File: config.mk
export PLATFORM = sky130hd
export DESIGN_NAME = ppirq_ctrl
export DESIGN_NICKNAME = d
export VERILOG_FILES = /design/src/rtl/ppirq_pkg.sv /design/src/rtl/ppirq_cfg_if.sv /design/src/rtl/ppirq_seq.sv /design/src/rtl/ppirq_ctrl.sv
export VERILOG_INCLUDE_DIRS = /design/src /design/src/rtl
export SDC_FILE = /design/constraint.sdc
export NUM_CORES = 1
export LEC_CHECK = 0
export BUFFER_PORTS_ARGS = -buffer_cell sky130_fd_sc_hd__buf_4
export CAP_MARGIN = 5
export CORE_AREA = 3 3 94 96
export CTS_BUF_LIST = sky130_fd_sc_hd__clkbuf_2 sky130_fd_sc_hd__clkbuf_4 sky130_fd_sc_hd__clkbuf_8
export DETAILED_ROUTE_END_ITERATION = 10
export DIE_AREA = 0 0 97 99
export HOLD_SLACK_MARGIN = 0.05
export PLACE_DENSITY = 0.73
export SYNTH_ARGS = -nofsm -noshare
export SYNTH_HDL_FRONTEND = slang
export SYNTH_SLANG_ARGS = --single-unit
File: constraint.sdc
create_clock -name clk_in -period 2.2 [get_ports clk_in]
set_clock_uncertainty 0.15 [all_clocks]
set_input_delay 0.22 -clock clk_in [delete_from_list [all_inputs] [get_ports clk_in]]
set_output_delay 0.22 -clock clk_in [all_outputs]
set_load 0.02 [all_outputs]
File: src/rtl/ppirq_defines.svh
// Purpose: offsets, field positions, reset values and timing counts of the port mode block
// Assumes: included by bare name from design files
// Notes: definitions only
`ifndef PPIRQ_DEFINES_SVH
`define PPIRQ_DEFINES_SVH
// ============================================================
// register offsets
`define PPIRQ_OFF_MODE 4'h0
`define PPIRQ_OFF_STAT 4'h1
// ============================================================
// mode register fields
`define PPIRQ_BUSY_BIT 15
`define PPIRQ_IRQ_HI 14
`define PPIRQ_IRQ_LO 13
`define PPIRQ_STEP_HI 12
`define PPIRQ_STEP_LO 11
`define PPIRQ_WIDE_BIT 10
`define PPIRQ_PMODE_HI 9
`define PPIRQ_PMODE_LO 8
`define PPIRQ_SWAIT_HI 7
`define PPIRQ_SWAIT_LO 6
`define PPIRQ_MODE_RESET 16'h0000
`define PPIRQ_MODE_WMASK 16'h7FFF
// ============================================================
// timing: instruction cycle in clock cycles, base setup wait in instruction cycles
`define PPIRQ_TCY_CLKS 8'h02
`define PPIRQ_SETUP_BASE 3'h1
`endif

File: src/rtl/ppirq_pkg.sv
// Purpose: shared types of the port mode block
// Assumes: nothing
// Notes: codes as held in the mode register
package ppirq_pkg;
   typedef enum logic [1:0] {
      PPIRQ_IRQ_NONE = 2'h0,
      PPIRQ_IRQ_END = 2'h1,
      PPIRQ_IRQ_STALL = 2'h2,
      PPIRQ_IRQ_BUF3 = 2'h3
   } ppirq_irq_t;
   typedef enum logic [1:0] {
      PPIRQ_PM_LEGACY = 2'h0,
      PPIRQ_PM_ENH = 2'h1,
      PPIRQ_PM_MAST2 = 2'h2,
      PPIRQ_PM_MAST1 = 2'h3
   } ppirq_pmode_t;
   typedef enum logic [1:0] {
      PPIRQ_ST_HOLD = 2'h0,
      PPIRQ_ST_INC = 2'h1,
      PPIRQ_ST_DEC = 2'h2,
      PPIRQ_ST_BUF = 2'h3
   } ppirq_step_t;
endpackage : ppirq_pkg

File: src/rtl/ppirq_cfg_if.sv
// Purpose: carries decoded mode fields from the register file to the sequencer
// Assumes: one clock domain
// Notes: plain wires
`timescale 1ns/1ps
interface ppirq_cfg_if;
   import ppirq_pkg::*;
   ppirq_irq_t irq_sel;
   ppirq_pmode_t pmode;
   ppirq_step_t step;
   logic [1:0] setup_wait;
   logic start;
   logic busy;
   logic done;
   modport ctrl (output irq_sel, output pmode, output step, output setup_wait, output start,
      input busy, input done);
   modport seq (input irq_sel, input pmode, input step, input setup_wait, input start,
      output busy, output done);
endinterface : ppirq_cfg_if

File: src/rtl/ppirq_seq.sv
// Purpose: times one master transfer as setup wait then one strobe instruction cycle
// Assumes: start is a one-cycle pulse, ignored while busy
// Notes: setup wait of code n lasts n+1 instruction cycles
`timescale 1ns/1ps
`include "ppirq_defines.svh"
module ppirq_seq
   import ppirq_pkg::*;
(
   input wire logic clk_in,
   input wire logic rst_in,
   ppirq_cfg_if.seq cfg
);
   typedef enum logic [2:0] {
      PPIRQ_S_IDLE = 3'b001,
      PPIRQ_S_SETUP = 3'b010,
      PPIRQ_S_STROBE = 3'b100
   } ppirq_seq_st_t;
   typedef struct packed {
      ppirq_seq_st_t st;
      logic [7:0] tick;
      logic [2:0] left;
      logic done;
   } ppirq_seq_t;
   ppirq_seq_t s_q, s_d;
   logic tcy_end;

   // ============================================================
   // sequencer
   assign tcy_end = (s_q.tick == `PPIRQ_TCY_CLKS - 8'h01);
   assign cfg.busy = (s_q.st != PPIRQ_S_IDLE);
   assign cfg.done = s_q.done;

   always_comb begin
      s_d = s_q;
      s_d.done = 1'b0;
      s_d.tick = tcy_end ? 8'h00 : s_q.tick + 8'h01;
      case (s_q.st)
         PPIRQ_S_IDLE: begin
            s_d.tick = 8'h00;
            if (cfg.start) begin
               s_d.left = {1'b0, cfg.setup_wait} + `PPIRQ_SETUP_BASE;
               s_d.st = PPIRQ_S_SETUP;
            end
         end
         PPIRQ_S_SETUP: begin
            if (tcy_end) begin
               s_d.left = s_q.left - 3'h1;
               if (s_q.left == 3'h1) begin
                  s_d.st = PPIRQ_S_STROBE;
               end
            end
         end
         PPIRQ_S_STROBE: begin
            if (tcy_end) begin
               s_d.st = PPIRQ_S_IDLE;
               s_d.done = 1'b1;
            end
         end
         default: begin
            s_d.st = PPIRQ_S_IDLE;
         end
      endcase
   end

   always_ff @(posedge clk_in) begin
      if (rst_in) begin
         s_q <= '{st: PPIRQ_S_IDLE, tick: 8'h00, left: 3'h0, done: 1'b0};
      end else begin
         s_q <= s_d;
      end
   end
endmodule : ppirq_seq

File: src/rtl/ppirq_ctrl.sv
// Purpose: mode register and interrupt request control of the parallel port
// Assumes: register port and slave strobes are synchronous to clk_in
// Notes: strobe engine and data path live elsewhere; this block times and flags
//
// How it works
// - mode 11 in buffered slave operation flags when read buffer 3 or write buffer 3 is touched.
// - mode 11 in addressable slave operation flags on an access at port address 11.
// - mode 10 flags nothing and stalls the processor until the transfer ends.
// - mode 01 flags at the end of each read or write cycle.
// - mode 00, the reset value, flags nothing.
// - the port mode field picks master 1, master 2, enhanced slave or legacy slave.
// - the step field increments, decrements or holds the 11-bit address, or walks buffers.
// - with the wide bit clear each data access is one 8-bit transfer.
// - the setup wait field sets the setup wait, code n lasting n+1 instruction cycles.
//
// Local design decisions: the address map and the strobed register port.
`timescale 1ns/1ps
`include "ppirq_defines.svh"
module ppirq_ctrl
   import ppirq_pkg::*;
#(
   parameter int ADDR_W = 11
) (
   input wire logic clk_in,
   input wire logic rst_in,
   input wire logic [3:0] reg_addr_in,
   input wire logic [15:0] reg_wdata_in,
   input wire logic reg_wr_in,
   input wire logic reg_rd_in,
   output logic [15:0] reg_rdata_out,
   input wire logic data_access_in,
   input wire logic slave_rd_in,
   input wire logic slave_wr_in,
   input wire logic [1:0] port_addr_lines_in,
   output logic irq_out,
   output logic stall_out,
   output logic master_strobe_out,
   output logic [ADDR_W-1:0] port_addr_out,
   output logic [1:0] buf_idx_out,
   output logic [1:0] port_type_out
);
   typedef struct packed {
      logic [15:0] mode;
      logic [15:0] rdata;
      logic irq;
      logic stall;
      logic strobe;
      logic [ADDR_W-1:0] addr;
      logic [1:0] rbuf;
      logic [1:0] wbuf;
      logic [1:0] ptype;
      logic [7:0] done_cnt;
   } ppirq_ctrl_t;
   ppirq_ctrl_t r_q, r_d;
   ppirq_cfg_if cfg ();
   logic master_mode;
   logic slave_acc;
   logic buf3_hit;

   // helper: is this port mode a master type
   function automatic logic is_master(input logic [1:0] pm);
      is_master = (pm == PPIRQ_PM_MAST1) || (pm == PPIRQ_PM_MAST2);
   endfunction : is_master

   // ============================================================
   // field decode
   assign cfg.irq_sel = ppirq_irq_t'(r_q.mode[`PPIRQ_IRQ_HI:`PPIRQ_IRQ_LO]);
   assign cfg.pmode = ppirq_pmode_t'(r_q.mode[`PPIRQ_PMODE_HI:`PPIRQ_PMODE_LO]);
   assign cfg.step = ppirq_step_t'(r_q.mode[`PPIRQ_STEP_HI:`PPIRQ_STEP_LO]);
   assign cfg.setup_wait = r_q.mode[`PPIRQ_SWAIT_HI:`PPIRQ_SWAIT_LO];
   assign master_mode = is_master(r_q.mode[`PPIRQ_PMODE_HI:`PPIRQ_PMODE_LO]);
   // narrow mode: one transfer per data access; wide mode also starts one here
   assign cfg.start = data_access_in && master_mode && !cfg.busy;
   assign slave_acc = !master_mode && (slave_rd_in || slave_wr_in);

   // buffered slave hit on buffer 3
   // addressable slave hit on address 11
   always_comb begin
      buf3_hit = 1'b0;
      if (cfg.pmode == PPIRQ_PM_LEGACY) begin
         buf3_hit = (slave_rd_in && r_q.rbuf == 2'h3) || (slave_wr_in && r_q.wbuf == 2'h3);
      end else if (cfg.pmode == PPIRQ_PM_ENH) begin
         buf3_hit = slave_acc && (port_addr_lines_in == 2'h3);
      end
   end

   ppirq_seq u_seq (
      .clk_in(clk_in),
      .rst_in(rst_in),
      .cfg(cfg)
   );

   // ============================================================
   // register file and request logic
   always_comb begin
      r_d = r_q;
      r_d.irq = 1'b0;
      r_d.rdata = 16'h0000;
      r_d.strobe = cfg.busy;
      r_d.ptype = cfg.pmode;
      if (reg_wr_in && reg_addr_in == `PPIRQ_OFF_MODE) begin
         r_d.mode = reg_wdata_in & `PPIRQ_MODE_WMASK;
      end
      if (reg_rd_in) begin
         case (reg_addr_in)
            `PPIRQ_OFF_MODE: begin
               r_d.rdata = r_q.mode;
               r_d.rdata[`PPIRQ_BUSY_BIT] = master_mode && cfg.busy;
            end
            `PPIRQ_OFF_STAT: begin
               r_d.rdata = {r_q.done_cnt, 2'h0, r_q.wbuf, r_q.rbuf, r_q.stall, cfg.busy};
            end
            default: begin
               r_d.rdata = 16'h0000;
            end
         endcase
      end
      case (cfg.irq_sel)
         PPIRQ_IRQ_END: begin
            r_d.irq = cfg.done || (!master_mode && (slave_rd_in || slave_wr_in));
         end
         PPIRQ_IRQ_STALL: begin
            r_d.stall = cfg.start || (cfg.busy && !cfg.done);
         end
         PPIRQ_IRQ_BUF3: begin
            r_d.irq = buf3_hit;
         end
         default: begin
            r_d.irq = 1'b0;
         end
      endcase
      if (cfg.irq_sel != PPIRQ_IRQ_STALL) begin
         r_d.stall = 1'b0;
      end
      if (cfg.done) begin
         r_d.done_cnt = r_q.done_cnt + 8'h01;
         case (cfg.step)
            PPIRQ_ST_INC: begin
               r_d.addr = r_q.addr + ADDR_W'(1);
            end
            PPIRQ_ST_DEC: begin
               r_d.addr = r_q.addr - ADDR_W'(1);
            end
            default: begin
               r_d.addr = r_q.addr;
            end
         endcase
      end
      if (cfg.step == PPIRQ_ST_BUF && cfg.pmode == PPIRQ_PM_LEGACY) begin
         if (slave_rd_in) begin
            r_d.rbuf = r_q.rbuf + 2'h1;
         end
         if (slave_wr_in) begin
            r_d.wbuf = r_q.wbuf + 2'h1;
         end
      end
   end

   always_ff @(posedge clk_in) begin
      if (rst_in) begin
         r_q <= '0;
         r_q.mode <= `PPIRQ_MODE_RESET;
      end else begin
         r_q <= r_d;
      end
   end

   // ============================================================
   // outputs straight from flops
   assign reg_rdata_out = r_q.rdata;
   assign irq_out = r_q.irq;
   assign stall_out = r_q.stall;
   assign master_strobe_out = r_q.strobe;
   assign port_addr_out = r_q.addr;
   assign buf_idx_out = r_q.rbuf;
   assign port_type_out = r_q.ptype;
endmodule : ppirq_ctrl

# Word-level counts from Yosys, hierarchy flattened
# Cells that the tools add are included.
dict set report classes {
  add_sub_neg 8
  mul 0
  div 0
  n_lt_le_gt_ge 0
  n_eq_ne 24
  shifts 0
  n_mux 14
  bitwise 2
  reduce_logical 31
}
# cell count
set op_table {}
lappend op_table {{case mux 16 bit (2 select lines)} 1}
lappend op_table {{case mux 11 bit (2 select lines)} 1}
lappend op_table {{equality test 2 bit (second input constant)} 9}
lappend op_table {{two-way mux 3 bit} 6}
lappend op_table {{adder 8 x 1 -> 8 bit (second input constant)} 2}
lappend op_table {{adder 11 x 1 -> 11 bit (second input constant)} 1}
lappend op_table {{subtractor 11 x 1 -> 11 bit (second input constant)} 1}
lappend op_table {{logical AND 1 bit} 10}
lappend op_table {{case mux 3 bit (3 select lines)} 1}
lappend op_table {{equality test 8 x 1 -> 1 bit (second input constant)} 1}
lappend op_table {{equality test 2 x 1 -> 1 bit (second input constant)} 3}
lappend op_table {{equality test 3 x 1 -> 1 bit (second input constant)} 2}
lappend op_table {{inequality test 2 x 1 -> 1 bit (second input constant)} 3}
lappend op_table {{case mux 3 bit (2 select lines)} 1}
lappend op_table {{AND reduction 2 bit} 3}
lappend op_table {{OR reduction 2 bit} 3}
lappend op_table {{logical OR 1 bit} 5}
lappend op_table {{adder 2 x 1 -> 2 bit (second input constant)} 2}
lappend op_table {{equality test 4 x 1 -> 1 bit (second input constant)} 1}
lappend op_table {{logical NOT 4 bit} 1}
lappend op_table {{inequality test 2 bit (second input constant)} 2}
lappend op_table {{AND reduction 4 bit} 1}
lappend op_table {{nonzero test 2 bit} 2}
lappend op_table {{adder 2 x 1 -> 3 bit (second input constant)} 1}
lappend op_table {{11 further kinds} 16}
dict set report word_totals {
  register_bits 74
  latchBits 0
  ram_bits 0
  rom_bits 0
  in_bits 29
  out_inout_bits 34
  elab_cells 93
  n_memories 0
}

# Logic depth before layout (Yosys ltp)
# Gate-level depths: netlist of the first run.
dict set report depth {
  depth_word 8
  ltp_mapped 11
  mapped_depth_nobuf 9
}

# Cells and area by module
# From an unflattened synthesis of the first run, not the netlist that was laid out.
dict set report unflattened {
  hier_cells 454
  area_unflattened_um2 3868.7
}
# mod instances cells_per_inst area_per_inst_um2 seq_area_each_um2
set modules_own_cells {}
lappend modules_own_cells {ppirq_ctrl 1 363 3042.9 1181.1}
lappend modules_own_cells {ppirq_seq 1 91 825.8 300.3}

# Worst setup path after synthesis of the first run
# No wires, ideal clock.
dict set report synth_timing {
  path_kind {flip-flop to flip-flop}
  startpoint {register r_q (netlist bit cfg.step[0])}
  endpoint {register r_q (netlist bit port_addr_out[6])}
  arrival_time_ps 2208
  setup_slack_ps -281
  stages_incl_launch_ff 11
  path_buffers 2
  period_less_slack_ps 2481
  cell_sequence {dfxtp_1 -> inv_1 -> ha_1 -> buf_4 -> buf_2 -> xor2_1 -> ha_1 -> a21oi_1 -> o21a_1 -> mux2i_1 -> mux2_1}
}
dict set report synth_between {
  elab_chain_cells 3
  elab_cells_between_ends 5
  classes_between {2 x eq/ne; 1 x mux; 2 x reduce/logical}
}
# element line_no
set synth_lines {}
lappend synth_lines {{from (decl)} ppirq_ctrl.sv:54} ;# ppirq_ctrl_t r_q, r_d;
lappend synth_lines {{from (signal assigned)} ppirq_ctrl.sv:164} ;# r_q <= r_d;
lappend synth_lines {{equality test 2 bit / equality test 2 x 1 -> 1 bit (equally long branches)} ppirq_ctrl.sv:137} ;# case (cfg.step)
lappend synth_lines {{nonzero test 2 bit (no source line)} n/a}
lappend synth_lines {{AND reduction 2 bit (no source line)} n/a}
# Several ways; a longest one is shown, not always the timed one.
# A chain may end at the register's enable or synchronous reset.

# Final worst setup path of the first run
dict set report layout_timing {
  startpoint {register r_q (netlist bit cfg.step[0])}
  endpoint {register r_q (netlist bit port_addr_out[8])}
}
# Same word-level chain as after synthesis.

==> results.toml, run 1 <==
[status]
status = "completed"

[critical_path]
critPathArrivalTime_ns = 2.26
critical_path.top_delay_family = "multiplexers"
critPathLaunch = "cfg.step[0]"
cp-start-kind = "flop"
worst_path_max_delay_cell = "dfxtp_2"
cp.buffers_inverters = 1
path_class = "reg2reg"
cp_data_required_time_ns = 2.27
crit_path_max_fanout = 8
path_cells = "inv_2 > ha_4 > xor2_1 > ha_2 > a21oi_4 > a21o_1 > o221ai_2 > mux2i_1 > mux2_1"
r2r_start = "cfg.step[0]"
cp-end-kind = "flop"
crit_path_max_incr_delay_ns = 0.36

[timing]
setup_violations = 0
fin_crit_sh_pct = 99.6
max_freq_mhz = 456
slew_headroom_pct = 58.9
fin_crit_ns = 2.19
final-hold-violation-count = 0
fin_ws_ns = 0.00789
worst_slew_pin_slew_ns = 0.609
rsz0062_at_grt = "true"
slew_viol_final = 0

[logic_synthesis]
synth_cell_type_count = 60
synthArstFlopShare_pct = 0
netlist_area_sq_um = 3780
synth.avg_cell_area_sq_um = 8.96
synth_nets = 463
ys.warnings.count = 0
ys.flop_type = "dfxtp_1"
ys_ff_latch = 74
synth_cells = 422
synth_edf_count = 0
ys_seq_area_share_pct = 39.2

[global_routing]
grt_pass1_vias = 2939
grt_pass1_wl_microns = 13300
grt_overflow = 0
groute.usage.overall_pct = 16.7
antenna_found_initial = 0
grt_max_degree = 26

[place]
gp_congestion = 0.817
dp_slack_ns = -0.0177
post-place-cells = 548
hpwl_microns = 5640
portBuffers = 61

[clock_network]
clkTransAtPathRegs_ns = 0.08
max-clock-path-buffers = 2
cts_made_buffers = 9
tritoncts = "done"
root_buffer = "clkbuf_8"
cts.htree.levels = 3
clock_sinks = 74
clk_latency_ns = 0.34

[power]
vdd_drop_max_uv = 352
power.density_nw_per_um2 = 653
p_leak_nw = 1.99

[cells_and_area]
fin_nets = 514
syn_to_final_growth_pct = 20.7
fin_cells = 583
fillers = 685
final_layout_size_suffix_gt1_share_pct = 24.1
antenna_cells = 0

[job]
drv_cap = 0

[hold_path]
hp-class = "in2reg"
min_from = "reg_addr_in[0]"

[die]
initial_core_util_pct = 46.5
die_width_microns = 97
fp.coreArea_sq_um = 8130
fp-row-count = 33
io_pins = 63
die-height_microns = 99
dieArea_sq_um = 9600

[drt]
wl_microns = 8020
drt-initial-drc-count = 101
ant_nets = 0
first_pass_iters = 4
via_count = 3027
vias_per_cell = 5.19
wl_per_cell_microns = 13.8
drc = 0
[report_power, final]
part / switching (mW) / total, mW / internal [mW]
Combinational: 0.250 / 0.452 / 0.202
Sequential: 0.0520 / 1.44 / 1.38
Clock: 0.525 / 1.09 / 0.567
[worst register-to-register path, cell delays in order, from the launching register on]
cell,delay (ns)
dfxtp_2,0.36
inv_2,0.06
ha_4,0.18
xor2_1,0.17
ha_2,0.23
a21oi_4,0.05
a21o_1,0.17
o221ai_2,0.14
mux2i_1,0.23
mux2_1,0.33
[metrics by stage]
stage	area, sq um	setup TNS (ns)	hold slack, ns	util [%]	power [mW]
after global placement	4150	0	0.290	51.0	1.88
after floorplan	3810	-0.0824	0.214	-	1.74
after global routing	4570	-0.212	0.147	56.1	3.13
after detailed placement	4150	-0.0177	0.308	51.0	1.90
final	4570	0	0.141	56.1	2.98
after CTS	4530	0	0.135	55.7	3.02
[what timing repair did]
item / 4_1_cts / 5_1_grt
hold buffers: 16 / 0
setup endpoints to repair: 1 / 4
cloned: 0 / 0
buffers inserted: 2 / 1
pin swaps: 0 / 3
gates resized for setup: 0 / 8
hold endpoints to repair: 16 / 0
[cells in the final DEF, fill, tap and decap left out, types with 4 or more instances in the layout]
cell / netlist / routed
and3_1: 4 / 4
or3_1: 5 / 5
nand2_1: 20 / 20
mux2i_1: 32 / 31
clkbuf_8: 0 / 10
nand3_1: 9 / 9
xnor2_1: 6 / 6
xor2_1: 10 / 10
nand3b_1: 4 / 4
nor2_1: 62 / 62
inv_1: 7 / 6
o21ai_0: 8 / 7
nand2b_1: 8 / 8
a21oi_1: 20 / 18
dfxtp_1: 74 / 72
nor3b_1: 4 / 4
a22oi_1: 5 / 5
nor3_1: 6 / 6
a21o_1: 5 / 5
buf_4: 32 / 77
nor2b_1: 13 / 13
ha_1: 12 / 9
dlygate4sd3_1: 0 / 16
[per-layer routing]
metal | global-route usage (%) | part of all wire [%]
met1 | 20.3 | 43
met2 | 29.4 | 52
met3 | 3.11 | 3.3
met4 | 6.05 | 1.2
met5 | 0 | 0
[path summary, 6_finish.rpt]
check                     end  slack, ns  cells after the start
max reg2reg  port_addr_out[8]      0.008                      9
min reg2reg      u_seq.s_q[2]       0.32                      2
min          reg_rdata_out[6]       0.14                      2
max          port_addr_out[8]      0.008                      9
[synthesized netlist by cell type, types with 5 or more instances]
master / instances / area [sq um]
nand3_1: 9 / 45.0
xor2_1: 10 / 87.6
inv_1: 7 / 26.3
clkbuf_1: 9 / 33.8
nand2b_1: 8 / 50.1
buf_2: 8 / 40.0
nor3_1: 6 / 30.0
nand2_1: 20 / 75.1
dfxtp_1: 74 / 1480
nor2_1: 62 / 233
nor2b_1: 13 / 81.3
buf_4: 32 / 240
a21oi_1: 20 / 100
mux2i_1: 32 / 320
a21o_1: 5 / 37.5
o21ai_0: 8 / 40.0
xnor2_1: 6 / 52.6
ha_1: 12 / 150
or3_1: 5 / 31.3
a22oi_1: 5 / 37.5
[cells by family (layout without fill, tap and decap cells)]
group	count (synthesis)	in the layout	synth area share [%]
flops	74	74	39.2
xor+xnor	16	16	3.71
simple gates	158	158	21.9
mux	38	38	10.3
buf+inv	60	116	9.79
fa+ha+maj	12	12	3.97
compound gates	64	64	11.2
[sequential cells by signal, indices dropped and copies added (netlist names)]
name,flops
port_addr_out,11
cfg.setup_wait,2
irq_out,1
port_type_out,2
cfg.irq_sel,2
cfg.step,2
u_seq.s_q,14
master_strobe_out,1
r_q,17
reg_rdata_out,16
u_seq.cfg.done,1
stall_out,1
cfg.pmode,2
buf_idx_out,2
[cell type report]
type,count,area (sq um),share of cell area [%]
tap,105,131,2.88
clock inverter,6,72.6,1.59
sequential,74,1480,32.5
inverter,7,26.3,0.575
multi-input combinational,288,1980,43.3
clock buffer,10,138,3.01
timing repair buffer,93,738,16.2
(Power assumes the default switching activity.)
==> inputs of run 2 (changes only) <==
- GPL_TIMING_DRIVEN: not set -> 0
==> run 2 against run 1 <==
Effect of this change:
- the run now ends with negative setup slack left
- cell count rose by 7.7%
- worst setup slack worse by 0.16 ns
- sequential share of layout area decreased by 2.1 points
- die area is the same
- fmax decreased by 6.9%
- clock power up 12%
- non-clock buffer count is 45 higher
- largest cell class unchanged
==> results.toml, run 2 (synthesized netlist as in run 1, its figures left out) <==
[power]
power.density_nw_per_um2 = 632
p_leak_nw = 2.21
vdd_drop_max_uv = 390

[status]
violations = "negative setup slack"
status = "finished with violations"

[clock_network]
root_buffer = "clkbuf_8"
clk_latency_ns = 0.35
cts_made_buffers = 9
cts.htree.levels = 3
tritoncts = "done"
clock_sinks = 74
max-clock-path-buffers = 2
clkTransAtPathRegs_ns = 0.08

[cells_and_area]
mostFrequentLayoutCell = "buf_4"
antenna_cells = 0
layout_common_cells = "buf_4 (100), dfxtp_1 (72), nor2_1 (62)"
fin_nets = 559
largest_reg_flops = 17
final_layout_size_suffix_gt1_share_pct = 29.1
largest-register = "r_q"
syn_to_final_growth_pct = 29.6

[drt]
drt-initial-drc-count = 123
met3_length_microns = 332
via_count = 3254
first_pass_iters = 6
wl_per_cell_microns = 14.1
ant_nets = 0
highest_layer = "met4"
vias_per_cell = 5.18
wl_microns = 8870
wl_met1_microns = 3850
drc = 0
wl_met2_microns = 4530

[timing]
fin_ws_ns = -0.155
setup_violations = 4
fin_crit_sh_pct = 107
slew_headroom_pct = 52.5
fin_crit_ns = 2.35
max_freq_mhz = 425
slew_viol_final = 0
holdWs_ns = 0.163
rsz0062_at_grt = "true"
final-hold-violation-count = 0
worst_slew_pin_slew_ns = 0.711

[critical_path]
crit_path_max_fanout = 3
path_class = "reg2reg"
r2r-end = "port_addr_out[8]"
reg2reg_depth = 11
r2r_slack_ns = -0.15
cp_data_required_time_ns = 2.28
r2r_start = "cfg.step[0]"
cp-start-kind = "flop"
cp-end-kind = "flop"
critPathArrivalTime_ns = 2.44

[die]
initial_core_util_pct = 46.5
die-height_microns = 99
fp.coreArea_sq_um = 8130
die_width_microns = 97
io_pins = 63
dieArea_sq_um = 9600
fp-row-count = 33

[global_routing]
antenna_found_initial = 0
grt_overflow = 0
groute.usage.overall_pct = 18.6
grt_max_degree = 15
grt_pass1_wl_microns = 14600
grt_pass1_vias = 3130

[place]
dp_slack_ns = -0.272
portBuffers = 60
gp_congestion = 0.840
hpwl_microns = 6210

[job]
drv_cap = 0

[hold_path]
min_from = "rst_in"
hp-class = "in2reg"
hold_depth = 4
hold_end = "port_addr_out[10]"
## run 2: through the flow
stage          utilization [%]  instance area, sq um  setup TNS, ns  std cells  total power [mW]
2_1_floorplan                -                  3810        -0.0824        422              1.74
3_3_place_gp              54.0                  4390         -0.457        587              1.87
3_5_place_dp              54.0                  4390         -0.554        587              1.89
4_1_cts                   59.7                  4850         -0.346        626              3.12
5_1_grt                   60.3                  4900         -0.862        628              3.25
6_report                  60.3                  4900         -0.382        628              3.10
## run 2: worst max path at each step
stage / from / endpoint / slack, ns / cells past startpoint
after floorplan: cfg.step[0] / port_addr_out[8] / -0.07 / 11
after global placement: cfg.step[0] / port_addr_out[8] / -0.23 / 11
after detailed placement: cfg.step[0] / port_addr_out[8] / -0.27 / 11
after CTS: cfg.step[0] / port_addr_out[8] / -0.15 / 11
after global routing: cfg.step[0] / port_addr_out[8] / -0.25 / 11
final: cfg.step[0] / port_addr_out[8] / -0.15 / 11
## run 2: final cells by class
type	count	area (sq um)
inverters	7	28.8
flip-flops and latches	74	1490
well taps	105	131
plain buffers	53	359
clock inverters	6	95.1
clock buffers	10	138
multi-input cells	288	1980
repair buffers	85	679
fillers	697	3230
## run 2: metal layers
metal	vias to the layer above	GRT usage [%]
met4	0	8.53
li1	1619	-
met5	-	0
met1	1551	22.4
met3	13	3.33
met2	71	32.4
## run 2: worst max-delay path: stages (launching register included)
cell and delay [ns]:
dfxtp_4 0.37, inv_4 0.04, ha_4 0.15, buf_6 0.11, buf_6 0.11, xor2_2 0.13
ha_2 0.23, a21oi_4 0.05, a21o_1 0.17, o221ai_2 0.14, mux2i_1 0.25, mux2_1 0.34
## run 2: power breakdown
part | internal (mW) | leakage (nW) | switching [mW]
combinational | 0.187 | 1.50 | 0.260
clock | 0.681 | 0.117 | 0.536
sequential | 1.38 | 0.599 | 0.0508
total | 2.25 | 2.21 | 0.847
## run 2: repair_timing
action,in CTS,in global routing
hold endpoints to repair,15,0
hold buffers,15,0
endpoints found under the setup margin,3,8
resized for setup,5,12
buffers inserted,8,2
pin swaps,3,4
==> inputs of run 3 (changes only) <==
==> constraint.sdc (replaced) <==
create_clock -name clk_in -period 2.2 [get_ports clk_in]
set_clock_uncertainty 0.15 [all_clocks]
set_input_delay 0.44 -clock clk_in [delete_from_list [all_inputs] [get_ports clk_in]]
set_output_delay 0.44 -clock clk_in [all_outputs]
set_load 0.02 [all_outputs]
==> run 3 against run 2 <==
Effect of this change:
- the run still ends with negative setup slack left
- fmax about the same
- first-iteration DRC count grew 8.9%
- sequential share of layout area increased by 0.96 points
- cell count is 2.4% lower
- critical path depth unchanged
- clock-buffer cell count did not move
- clock power is essentially flat
- sequential cell count unchanged
- critical endpoint unchanged
- largest power group unchanged
==> results.toml, run 3 (synthesized netlist as in run 1, its figures left out) <==
[hold_path]
hold_depth = 3
min_from = "reg_wdata_in[14]"
hold_end = "cfg.irq_sel[1]"
hp-class = "in2reg"

[drt]
wl_per_cell_microns = 14.1
vias_per_cell = 5.17
via_count = 3172
drt-initial-drc-count = 134
drc = 0
ant_nets = 0
first_pass_iters = 4
wl_microns = 8670

[power]
p_switching_mw = 0.846
p_leak_nw = 2.15
p_int_mw = 2.23
pwr-share-seq_pct = 46.5
power.density_nw_per_um2 = 648
vdd_drop_max_uv = 389
clkPwrFrac_pct = 39.6
p_comb_share_pct = 13.9
p_sw_share_pct = 27.5
total_power_mw = 3.08

[cells_and_area]
fin_cells = 613
antenna_cells = 0
largest_reg_flops = 17
fin_nets = 544
syn_to_final_growth_pct = 25.7
mostFrequentLayoutCell = "buf_4"
layout_common_cells = "buf_4 (100), dfxtp_1 (72), nor2_1 (62)"
final_layout_size_suffix_gt1_share_pct = 29.9
largest-register = "r_q"

[place]
portBuffers = 60
post-place-cells = 587
hpwl_microns = 6210
gp_congestion = 0.840

[die]
fp-row-count = 33
dieArea_sq_um = 9600
die_width_microns = 97
io_pins = 63
die-height_microns = 99
initial_core_util_pct = 46.5
fp.coreArea_sq_um = 8130

[critical_path]
cp-start-kind = "flop"
crit_path_max_fanout = 3
path_cells = "inv_4 > ha_4 > buf_6 > buf_6 > xor2_2 > ha_2 > a21oi_4 > a21o_1 > o221ai_2 > mux2i_1 > mux2_1"
crit_path_max_incr_delay_ns = 0.37
critPathArrivalTime_ns = 2.44
cp_data_required_time_ns = 2.28
critical_path.top_delay_family = "multiplexers"
r2r_slack_ns = -0.15
worst_path_max_delay_cell = "dfxtp_4"
reg2reg_depth = 11
r2r-end = "port_addr_out[8]"
cp-end-kind = "flop"
cp.buffers_inverters = 3
r2r_start = "cfg.step[0]"
path_common_cell = "buf_6"
path_class = "reg2reg"

[global_routing]
grt_overflow = 0
use_met3_pct = 3.40
busiest_layer = "met2"
grt_pass1_wl_microns = 14300
groute.usage.overall_pct = 18.3
met2_usage_pct = 31.4
grt_max_degree = 15
grt_util_met1_pct = 22.4
grt_pass1_vias = 3046
antenna_found_initial = 0

[clock_network]
ctsHoldBuffers = 0
tritoncts = "done"
clkTransAtPathRegs_ns = 0.09
cts.htree.levels = 3
cts_made_buffers = 9
root_buffer = "clkbuf_8"
max-clock-path-buffers = 2
clk_latency_ns = 0.35
clock_sinks = 74

[timing]
max_freq_mhz = 425
fin_setup_tns_ns = -0.388
worst_slew_pin_slew_ns = 0.713
slew_headroom_pct = 52.4
setup_violations = 4
fin_crit_ns = 2.35
final-hold-violation-count = 0
slew_viol_final = 0
fin_crit_sh_pct = 107
fin_ws_ns = -0.155
rsz0062_at_grt = "true"

[status]
violations = "negative setup slack"
status = "finished with violations"

[job]
drv_cap = 0
==> run 3: changes by cell type in the layout (fill, tap and decap cells not counted) <==
cell | previous run | this run
dlygate4sd3_1 | 15 | 0
==> run 3: worst max path at each step <==
stage | cells after the start | start | endpoint
floorplan | 11 | cfg.step[0] | port_addr_out[8]
global placement | 11 | cfg.step[0] | port_addr_out[8]
detailed placement | 11 | cfg.step[0] | port_addr_out[8]
CTS | 11 | cfg.step[0] | port_addr_out[8]
global route | 11 | cfg.step[0] | port_addr_out[8]
finish | 11 | cfg.step[0] | port_addr_out[8]
==> run 3: metal layers <==
metal  vias up  wire length, microns  share of wire [%]
li1       1589                     -                  -
met1      1503                  3840                 44
met2        67                  4360                 50
met3        13                   334                3.9
met4         0                   138                1.6
met5         -                     0                  0
==> run 3: power groups by stage <==
stage | Combinational [mW] | Clock, mW | Sequential (mW)
after floorplan | 0.271 | 0 | 1.46
after global placement | 0.409 | 0 | 1.46
after detailed placement | 0.424 | 0 | 1.47
after CTS | 0.428 | 1.24 | 1.43
after global routing | 0.477 | 1.31 | 1.44
final | 0.427 | 1.22 | 1.43
==> run 3: area by class of cell <==
| type | instances | area (sq um) |
|---|---|---|
| flip-flops and latches | 74 | 1490 |
| fillers | 720 | 3380 |
| repair buffers | 70 | 529 |
| clock buffers | 10 | 138 |
| clock inverters | 6 | 95.1 |
| well taps | 105 | 131 |
| inverters | 7 | 28.8 |
| multi-input cells | 288 | 1980 |
| plain buffers | 53 | 359 |
==> run 3: worst reg2reg max path: stages (launching register included) <==
cell and delay (ns):
dfxtp_4 0.37, inv_4 0.04, ha_4 0.15, buf_6 0.11
buf_6 0.11, xor2_2 0.13, ha_2 0.23, a21oi_4 0.05
a21o_1 0.17, o221ai_2 0.14, mux2i_1 0.25, mux2_1 0.34
==> run 3: stage by stage <==
step / hold WS [ns] / worst slack [ns] / util, % / area, sq um
after global routing: 0.177 / -0.255 / 58.4 / 4750
final: 0.164 / -0.155 / 58.4 / 4750
after detailed placement: 0.307 / -0.272 / 54.0 / 4390
after floorplan: 0.282 / -0.0672 / - / 3810
after CTS: 0.158 / -0.148 / 57.8 / 4700
after global placement: 0.293 / -0.231 / 54.0 / 4390
==> run 3: repair_timing <==
action / CTS / global route
pin swaps: 3 / 4
hold endpoints to repair: 0 / 0
buffers inserted: 8 / 2
gates resized for setup: 5 / 12
endpoints found under the setup margin: 3 / 8
